[src/core/grp1_cfg_map.vh]
// Purpose: register map and constants for the group 1 handshake block
// Assumes: AXI4-Lite slave, 32-bit data, 250 MHz core clock
// Notes: every offset, field position and timing count lives here
//
// Overview of operation
// - bit 15 set: DMA request asserted while data-ready flag set.
// - bit 14 set: interrupt request asserted while data-ready flag set.
// - bits 13-11 select settling delay, code times 100 ns, up to 700.
// - bit 10 set enables handshaking on second 8-bit port.
// - bit 9 set enables handshaking on first 8-bit port.
// - writing bit 8 set then cleared resets group handshake logic.
// - bit 7 has no function; writes to it have no effect.
// - bit 6 set: request active low; cleared: request active high.
// - write-only 16-bit configuration word at offset 00 drives the logic.
`ifndef GRP1_CFG_MAP_VH
`define GRP1_CFG_MAP_VH

// ****************************************************************
// register offsets
// ****************************************************************
`define CFG_OFFSET 8'h00
`define STATUS_OFFSET 8'h20
`define MASK_OFFSET 8'h24

// ****************************************************************
// configuration fields
// ****************************************************************
`define CFG_WIDTH 16
`define CFG_RESET 16'h0000
`define CFG_USED_MASK 16'hFF7F
`define BIT_DMA_EN 15
`define BIT_IRQ_EN 14
`define DELAY_HI 13
`define DELAY_LO 11
`define BIT_SECOND_EN 10
`define BIT_FIRST_EN 9
`define BIT_LOCAL_RESET 8
`define BIT_REQ_POL 6

// ****************************************************************
// status bits
// ****************************************************************
`define ST_WIDTH 3
`define ST_REQUEST 0
`define ST_SETTLED 1
`define ST_LRESET 2

// ****************************************************************
// timing
// ****************************************************************
`define CLK_PERIOD_PS 4000
`define DELAY_STEP_NS 100
`define DELAY_STEP_CYC ((`DELAY_STEP_NS * 1000) / `CLK_PERIOD_PS)

`endif

[src/core/grp1_handshake_config.v]
// Purpose: group 1 handshake configuration word with AXI4-Lite access
// Assumes: request pin is asynchronous; data-ready flag is same-clock
// Notes: status read clears sticky bits; irq_out is level
`timescale 1ns/1ps
`default_nettype none
`include "grp1_cfg_map.vh"

module grp1_handshake_config (
	input wire core_clk_in,
	input wire rst_n_in,
	input wire [7:0] s_axi_awaddr,
	input wire s_axi_awvalid,
	output wire s_axi_awready,
	input wire [31:0] s_axi_wdata,
	input wire [3:0] s_axi_wstrb,
	input wire s_axi_wvalid,
	output wire s_axi_wready,
	output reg [1:0] s_axi_bresp,
	output reg s_axi_bvalid,
	input wire s_axi_bready,
	input wire [7:0] s_axi_araddr,
	input wire s_axi_arvalid,
	output wire s_axi_arready,
	output reg [31:0] s_axi_rdata,
	output reg [1:0] s_axi_rresp,
	output reg s_axi_rvalid,
	input wire s_axi_rready,
	input wire grp1_handshake_request_in,
	input wire grp1_data_ready_flag_in,
	output reg grp1_dma_request_out,
	output reg grp1_irq_request_out,
	output reg first_port_handshake_enable_out,
	output reg second_port_handshake_enable_out,
	output reg [2:0] grp1_settle_delay_out,
	output reg grp1_request_active_out,
	output reg grp1_data_settled_out,
	output reg grp1_local_reset_out,
	output wire irq_out
);

// ****************************************************************
// bus write channel
// ****************************************************************
reg [7:0] awaddr_q;
reg aw_held_q;
reg [31:0] wdata_q;
reg [3:0] wstrb_q;
reg w_held_q;
reg [15:0] cfg_q;
reg [2:0] status_q;
reg [2:0] mask_q;

assign s_axi_awready = !aw_held_q && !s_axi_bvalid;
assign s_axi_wready = !w_held_q && !s_axi_bvalid;

wire aw_fire_w = s_axi_awvalid && s_axi_awready;
wire w_fire_w = s_axi_wvalid && s_axi_wready;
wire aw_have_w = aw_held_q || aw_fire_w;
wire w_have_w = w_held_q || w_fire_w;
wire wr_do_w = aw_have_w && w_have_w;
wire [7:0] wr_addr_w = aw_held_q ? awaddr_q : s_axi_awaddr;
wire [31:0] wr_data_w = w_held_q ? wdata_q : s_axi_wdata;
wire [3:0] wr_strb_w = w_held_q ? wstrb_q : s_axi_wstrb;

function hit;
	input [7:0] addr;
	input [7:0] offs;
	begin
		hit = (addr[7:2] == offs[7:2]);
	end
endfunction

function [15:0] merge16;
	input [15:0] old;
	input [31:0] data;
	input [3:0] strb;
	begin
		merge16[7:0] = strb[0] ? data[7:0] : old[7:0];
		merge16[15:8] = strb[1] ? data[15:8] : old[15:8];
	end
endfunction

wire wr_cfg_w = wr_do_w && hit(wr_addr_w, `CFG_OFFSET);
wire wr_mask_w = wr_do_w && hit(wr_addr_w, `MASK_OFFSET);
wire wr_ok_w = wr_cfg_w || wr_mask_w;

always @(posedge core_clk_in or negedge rst_n_in) begin
	if (!rst_n_in) begin
		awaddr_q <= 8'h00;
		aw_held_q <= 1'b0;
		wdata_q <= 32'h00000000;
		wstrb_q <= 4'h0;
		w_held_q <= 1'b0;
		s_axi_bvalid <= 1'b0;
		s_axi_bresp <= 2'h0;
	end else begin
		if (s_axi_bvalid && s_axi_bready) begin
			s_axi_bvalid <= 1'b0;
		end
		if (wr_do_w) begin
			aw_held_q <= 1'b0;
			w_held_q <= 1'b0;
			s_axi_bvalid <= 1'b1;
			s_axi_bresp <= wr_ok_w ? 2'h0 : 2'h2;
		end else begin
			if (aw_fire_w) begin
				aw_held_q <= 1'b1;
				awaddr_q <= s_axi_awaddr;
			end
			if (w_fire_w) begin
				w_held_q <= 1'b1;
				wdata_q <= s_axi_wdata;
				wstrb_q <= s_axi_wstrb;
			end
		end
	end
end

// ****************************************************************
// configuration word and mask
// ****************************************************************
wire [15:0] cfg_new_w = merge16(cfg_q, wr_data_w, wr_strb_w);

always @(posedge core_clk_in or negedge rst_n_in) begin
	if (!rst_n_in) begin
		cfg_q <= `CFG_RESET;
		mask_q <= 3'h0;
	end else begin
		if (wr_cfg_w) begin
			// bit 7 is never stored
			cfg_q <= cfg_new_w & `CFG_USED_MASK;
		end
		if (wr_mask_w && wr_strb_w[0]) begin
			mask_q <= wr_data_w[2:0];
		end
	end
end

wire dma_en_w = cfg_q[`BIT_DMA_EN];
wire irq_en_w = cfg_q[`BIT_IRQ_EN];
wire req_pol_w = cfg_q[`BIT_REQ_POL];
wire lreset_bit_w = cfg_q[`BIT_LOCAL_RESET];

// ****************************************************************
// local reset sequencing
// ****************************************************************
localparam [1:0] LR_IDLE = 2'h0;
localparam [1:0] LR_HELD = 2'h1;
localparam [1:0] LR_FIRE = 2'h2;
reg [1:0] lr_state_q;
reg [1:0] lr_state_d;

always @* begin
	lr_state_d = lr_state_q;
	case (lr_state_q)
	LR_IDLE: begin
		if (lreset_bit_w) begin
			lr_state_d = LR_HELD;
		end
	end
	LR_HELD: begin
		// set then cleared raises the local-reset status event; the clear runs while the bit is set
		if (!lreset_bit_w) begin
			lr_state_d = LR_FIRE;
		end
	end
	LR_FIRE: begin
		lr_state_d = lreset_bit_w ? LR_HELD : LR_IDLE;
	end
	default: begin
		lr_state_d = LR_IDLE;
	end
	endcase
end

always @(posedge core_clk_in or negedge rst_n_in) begin
	if (!rst_n_in) begin
		lr_state_q <= LR_IDLE;
	end else begin
		lr_state_q <= lr_state_d;
	end
end

wire lreset_armed_w = (lr_state_q == LR_HELD);
wire lreset_pulse_w = (lr_state_q == LR_FIRE);

// clear held without a gap until one cycle after the bit drops
wire group_clear_w = lreset_bit_w || lreset_armed_w;

// ****************************************************************
// request input and settling
// ****************************************************************
reg req_sync1_q;
reg req_sync2_q;
reg req_active_q;
wire req_active_d = req_sync2_q ^ req_pol_w;
wire timer_busy_w;
wire timer_done_w;

always @(posedge core_clk_in or negedge rst_n_in) begin
	if (!rst_n_in) begin
		req_sync1_q <= 1'b0;
		req_sync2_q <= 1'b0;
		req_active_q <= 1'b0;
	end else begin
		req_sync1_q <= grp1_handshake_request_in;
		req_sync2_q <= req_sync1_q;
		// polarity chooses the active level
		req_active_q <= group_clear_w ? 1'b0 : req_active_d;
	end
end

wire req_rise_w = req_active_d && !req_active_q && !group_clear_w;

grp1_settle_timer u_timer (
	.core_clk_in(core_clk_in),
	.rst_n_in(rst_n_in),
	.clear_in(group_clear_w),
	.start_in(req_rise_w),
	.code_in(cfg_q[`DELAY_HI:`DELAY_LO]),
	.busy_out(timer_busy_w),
	.done_out(timer_done_w)
);

// ****************************************************************
// group outputs
// ****************************************************************
always @(posedge core_clk_in or negedge rst_n_in) begin
	if (!rst_n_in) begin
		grp1_dma_request_out <= 1'b0;
		grp1_irq_request_out <= 1'b0;
		first_port_handshake_enable_out <= 1'b0;
		second_port_handshake_enable_out <= 1'b0;
		grp1_settle_delay_out <= 3'h0;
		grp1_request_active_out <= 1'b0;
		grp1_data_settled_out <= 1'b0;
		grp1_local_reset_out <= 1'b0;
	end else begin
		grp1_dma_request_out <= dma_en_w && grp1_data_ready_flag_in;
		grp1_irq_request_out <= irq_en_w && grp1_data_ready_flag_in;
		second_port_handshake_enable_out <= cfg_q[`BIT_SECOND_EN];
		first_port_handshake_enable_out <= cfg_q[`BIT_FIRST_EN];
		grp1_settle_delay_out <= cfg_q[`DELAY_HI:`DELAY_LO];
		grp1_request_active_out <= req_active_q && !group_clear_w;
		grp1_data_settled_out <= timer_done_w;
		grp1_local_reset_out <= group_clear_w;
	end
end

// ****************************************************************
// status, interrupt and read channel
// ****************************************************************
function [2:0] event_bits;
	input req;
	input settled;
	input lreset;
	begin
		event_bits = 3'h0;
		event_bits[`ST_REQUEST] = req;
		event_bits[`ST_SETTLED] = settled;
		event_bits[`ST_LRESET] = lreset;
	end
endfunction

function [31:0] read_word;
	input [7:0] addr;
	input [2:0] status;
	input [2:0] mask;
	begin
		read_word = 32'h00000000;
		if (hit(addr, `STATUS_OFFSET)) begin
			read_word = {29'h00000000, status};
		end else if (hit(addr, `MASK_OFFSET)) begin
			read_word = {29'h00000000, mask};
		end
	end
endfunction

wire rd_fire_w = s_axi_arvalid && s_axi_arready;
wire rd_status_w = rd_fire_w && hit(s_axi_araddr, `STATUS_OFFSET);
wire rd_known_w = hit(s_axi_araddr, `STATUS_OFFSET) ||
	hit(s_axi_araddr, `MASK_OFFSET) || hit(s_axi_araddr, `CFG_OFFSET);
wire [2:0] events_w = event_bits(req_rise_w, timer_done_w, lreset_pulse_w);

assign s_axi_arready = !s_axi_rvalid;
assign irq_out = |(status_q & mask_q);

always @(posedge core_clk_in or negedge rst_n_in) begin
	if (!rst_n_in) begin
		status_q <= 3'h0;
		s_axi_rvalid <= 1'b0;
		s_axi_rdata <= 32'h00000000;
		s_axi_rresp <= 2'h0;
	end else begin
		// a new event wins over the read clear
		status_q <= (rd_status_w ? 3'h0 : status_q) | events_w;
		if (s_axi_rvalid && s_axi_rready) begin
			s_axi_rvalid <= 1'b0;
		end
		if (rd_fire_w) begin
			s_axi_rvalid <= 1'b1;
			s_axi_rdata <= read_word(s_axi_araddr, status_q, mask_q);
			s_axi_rresp <= rd_known_w ? 2'h0 : 2'h2;
		end
	end
end

endmodule
`default_nettype wire

[src/core/grp1_settle_timer.v]
// Purpose: data-settling timer for group 1 handshaking
// Assumes: core clock of 250 MHz, delay step of 100 ns
// Notes: done pulses code times step cycles after start
`timescale 1ns/1ps
`default_nettype none
`include "grp1_cfg_map.vh"

module grp1_settle_timer (
	input wire core_clk_in,
	input wire rst_n_in,
	input wire clear_in,
	input wire start_in,
	input wire [2:0] code_in,
	output wire busy_out,
	output reg done_out
);

// ****************************************************************
// delay count
// ****************************************************************
localparam [31:0] STEP_FULL = `DELAY_STEP_CYC;
localparam [9:0] STEP = STEP_FULL[9:0];
reg [9:0] count_q;
reg busy_q;
wire [9:0] load_w = STEP * {7'h00, code_in};

assign busy_out = busy_q;

always @(posedge core_clk_in or negedge rst_n_in) begin
	if (!rst_n_in) begin
		count_q <= 10'h000;
		busy_q <= 1'b0;
		done_out <= 1'b0;
	end else if (clear_in) begin
		count_q <= 10'h000;
		busy_q <= 1'b0;
		done_out <= 1'b0;
	end else begin
		done_out <= 1'b0;
		if (start_in && !busy_q) begin
			// code zero: settled at once
			if (load_w == 10'h000) begin
				done_out <= 1'b1;
			end else begin
				count_q <= load_w - 10'h001;
				busy_q <= 1'b1;
			end
		end else if (busy_q) begin
			if (count_q == 10'h000) begin
				busy_q <= 1'b0;
				done_out <= 1'b1;
			end else begin
				count_q <= count_q - 10'h001;
			end
		end
	end
end

endmodule
`default_nettype wire

[config.mk]
export PLATFORM = sky130hd
export DESIGN_NAME = grp1_handshake_config
export DESIGN_NICKNAME = d
export VERILOG_FILES = /design/src/core/grp1_handshake_config.v /design/src/core/grp1_settle_timer.v
export VERILOG_INCLUDE_DIRS = /design/src /design/src/core
export SDC_FILE = /design/constraint.sdc
export NUM_CORES = 1
export LEC_CHECK = 0
export BUFFER_PORTS_ARGS = -buffer_cell sky130_fd_sc_hd__buf_2
export CORE_MARGIN = 5
export CORE_UTILIZATION = 53
export DETAILED_ROUTE_END_ITERATION = 16
export PLACE_DENSITY = 0.82
export SLEW_MARGIN = 10
export SYNTH_ARGS = -nofsm -noshare
export SYNTH_HDL_FRONTEND = slang
export SYNTH_SLANG_ARGS = --single-unit
[constraint.sdc]
create_clock -name core_clk_in -period 4.8 [get_ports core_clk_in]
set_clock_uncertainty 0.15 [all_clocks]
set_input_delay 0.48 -clock core_clk_in [delete_from_list [all_inputs] [get_ports core_clk_in]]
set_output_delay 0.48 -clock core_clk_in [all_outputs]
set_load 0.1 [all_outputs]
==> impl_results.md <==
* Required time of the critical path at 4890 ps
* Max VDD drop at 363 uV
* Worst-margin pin slew at 941 ps
* Antenna-violating nets left at 0
* Gr usage total at 17.6%
* First-pass GRT wire length at 12100 um
* Post-synth ARST share at 100%
* Max Fclk at 346 MHz
* Yosys cell types at 51
* CTS buffer count at 9
* Hold EP: req_sync1_q$_DFF_PN0_
* Area leader, netlist: dfrtp_1
* Post-DP HPWL at 5060 um
* EDFF count, synth at 0
* Ant. Diodes at 0
* IO Pins at 113
* Clock sinks at 71
* Worst setup path startpoint: cfg_q[13]$_DFFE_PN0P_
* H-tree Lvls at 3
* Fillers at 517
* Worst R2R Path Depth at 9
* Gr ovfl total at 0
* Post-synth top area share at 48.0%
* Sequential-to-total area share from yosys stat at 48.0%
* Post-Syn Area at 3700 um2
* Hold Crit Depth at 1
* Crit. End Element: flop
* Site Rows at 30
* Post-CTS Setup Repair Bufs at 0
* Die height at 93.6 um
* Pin count of the biggest net entering global routing at 72
* Wire per inst at 14.5 um
* Reg-to-reg slack, setup at 1910 ps
* Buf+Inv Stages, Crit Path at 2
* Vias in the first global route at 2619
* RSZ-0062 raised after global routing: no
* Delay of the slowest cell on the worst path at 480 ps
* PortBufs at 55
* Antenna violations before repair at 0
* Clk_lat worst skew at 350 ps
* CTS tree: yes
* CP max-delay cell: dfrtp_1
* Final Hold Viols at 0
* Core area at 6790 um2
* Vias/cell at 5.31
* Initial DRC Count at 155
* Synth cell count leaders: dfrtp_1 (71), mux2_2 (37), buf_4 (31)
* Tmin final at 2890 ps
* RR Startpoint: cfg_q[13]$_DFFE_PN0P_
* Die area at 8760 um2
* Synth Instances at 338
* Most numerous cell in the Yosys netlist: dfrtp_1
* Status: completed
* Synth warn at 0
* Final Cycle Share at 60.2%
* Via count at 2629
* Pwr dens at 741 nW/um2
* Area Growth Syn to Fin at 12.8%
* Gpl congestion at 0.895
* Post-CTS Resized at 0
* Crit path launch type: flop
* Clock slew at reported path FFs at 70 ps
* Die W at 93.6 um
* Final setup viols at 0
* Initial Util at 54.5%
* DRC at 0
* Relative slew slack at 37.3%
* Synth Area per Inst at 11.0 um2
* Most used cell, CP: ha_1
* Crit path cell chain: inv_1 > ha_1 > ha_1 > nor4_1 > and3_1 > o31ai_1 > buf_4 > and2_1 > a32o_1
* MaxCap Viol Count at 0
* Critical path's top delay family: simple AND/OR/NAND/NOR gates
* Nets at 466
* DR pass1 iterations at 4
* Clock Tree Buf Depth at 2
* Final Max Tran Viols at 0
* Hold_sp: grp1_handshake_request_in
* WS Path Type: reg2reg
* Top cells by area, synth: dfrtp_1 (48%), mux2_2 (11%), buf_4 (6.3%), mux2i_1 (4.1%), ha_1 (3.7%)
* Clock root buffer: clkbuf_8
* Critical Path AT at 2970 ps
* Total negative slack at 0 ps
* Ratio of cells with drive above 1 in the final layout at 29.6%
* Hold buffer count at CTS at 0
* Crit-path max FO at 13
* HP Class: in2reg
* Post-synth top flop: dfrtp_1
* Post-layout util at 61.5%
* Crit Reg-Reg Endpoint: u_timer.count_q[6]$_DFFE_PN0P_
* Leak Pwr at 2.01 nW
* Yosys reg bits at 71
* Total Wirelength at 7180 um
==> cells in the final DEF (no fill, tap or decap), types with 3 or more instances in the layout <==
cell      netlist  routed
a21boi_0        4       4
mux2i_1        15      15
o22ai_1         4       4
nand2_1        14      14
xnor2_1         3       3
nand3b_1        3       3
nand2b_1        4       4
ha_1           11      11
nor2b_1         3       3
dfrtp_1        71      71
buf_2           3      55
clkbuf_8        0      11
inv_1          14      14
o21ai_0        21      21
and2_1          6       6
mux2_2         37      37
nor4_1          4       4
xor2_1          5       5
o31ai_1         3       3
a21oi_1         8       8
nor3_1         10      10
nor2_1         20      20
conb_1          1      31
a32o_1          3       3
==> routing by layer <==
metal | part of all wire (%) | GRT usage [%]
met1 | 42 | 21.1
met2 | 49 | 29.9
met3 | 6.7 | 3.46
met4 | 2.3 | 9.03
met5 | 0 | 0
==> final cells by class <==
cell class	instances	area [um2]	area share, %
Multi-Input combinational cell	241	1710	40.9
Clock buffer	11	151	3.62
Inverter	14	52.6	1.26
Tap cell	96	120	2.88
Sequential cell	71	1780	42.5
Timing Repair Buffer	57	290	6.95
Clock inverter	5	78.8	1.89
==> registers in the layout, summed over array words and instances, names as in the netlist, 2 cells and up <==
signal                 cells
u_timer.count_q           10
wstrb_q                    2
s_axi_rdata                3
lr_state_q                 2
wdata_q                   12
awaddr_q                   6
status_q                   3
cfg_q                      9
mask_q                     3
grp1_settle_delay_out      3
==> cell families (layout without fill, tap and decap cells) <==
logic type | count (synthesis) | count (layout) | synth area share, %
simple gates | 83 | 83 | 12.3
flops | 71 | 71 | 48.0
compound gates | 56 | 56 | 9.73
buf+inv | 56 | 87 | 8.95
mux | 52 | 52 | 15.3
fa+ha+maj | 11 | 11 | 3.72
xor+xnor | 8 | 8 | 1.89
other cells | 1 | 31 | 0.101
==> how the worst max path moves through the flow <==
stage                                      to  slack (ps)  cells past startpoint
6_report       u_timer.count_q[6]$_DFFE_PN0P_        1910                      9
5_1_grt        u_timer.count_q[6]$_DFFE_PN0P_        1750                      9
2_1_floorplan                   s_axi_awready        1970                      1
3_5_place_dp   u_timer.count_q[6]$_DFFE_PN0P_        1970                      9
4_1_cts        u_timer.count_q[6]$_DFFE_PN0P_        1920                      9
3_3_place_gp   u_timer.count_q[6]$_DFFE_PN0P_        1990                      9
==> power breakdown <==
| group | internal [mW] | switching (mW) | total (mW) | leakage [nW] |
|---|---|---|---|---|
| registers | 0.838 | 0.198 | 1.04 | 0.868 |
| logic | 0.472 | 1.04 | 1.51 | 1.02 |
| clock network | 0.321 | 0.227 | 0.548 | 0.120 |
==> stage by stage <==
| step | std cells | hold WS (ps) | power, mW | worst slack [ps] | instance area [um2] |
|---|---|---|---|---|---|
| 5_1_grt | 495 | 67.0 | 3.29 | 1750 | 4180 |
| 3_5_place_dp | 479 | 209 | 2.55 | 1970 | 3950 |
| 2_1_floorplan | 368 | 34.4 | 2.28 | 1970 | 3820 |
| 6_report | 495 | 82.8 | 3.09 | 1910 | 4180 |
| 4_1_cts | 495 | 75.6 | 3.11 | 1920 | 4180 |
| 3_3_place_gp | 479 | 206 | 2.50 | 1990 | 3950 |
No activity file was read; power rests on OpenSTA's default activity.
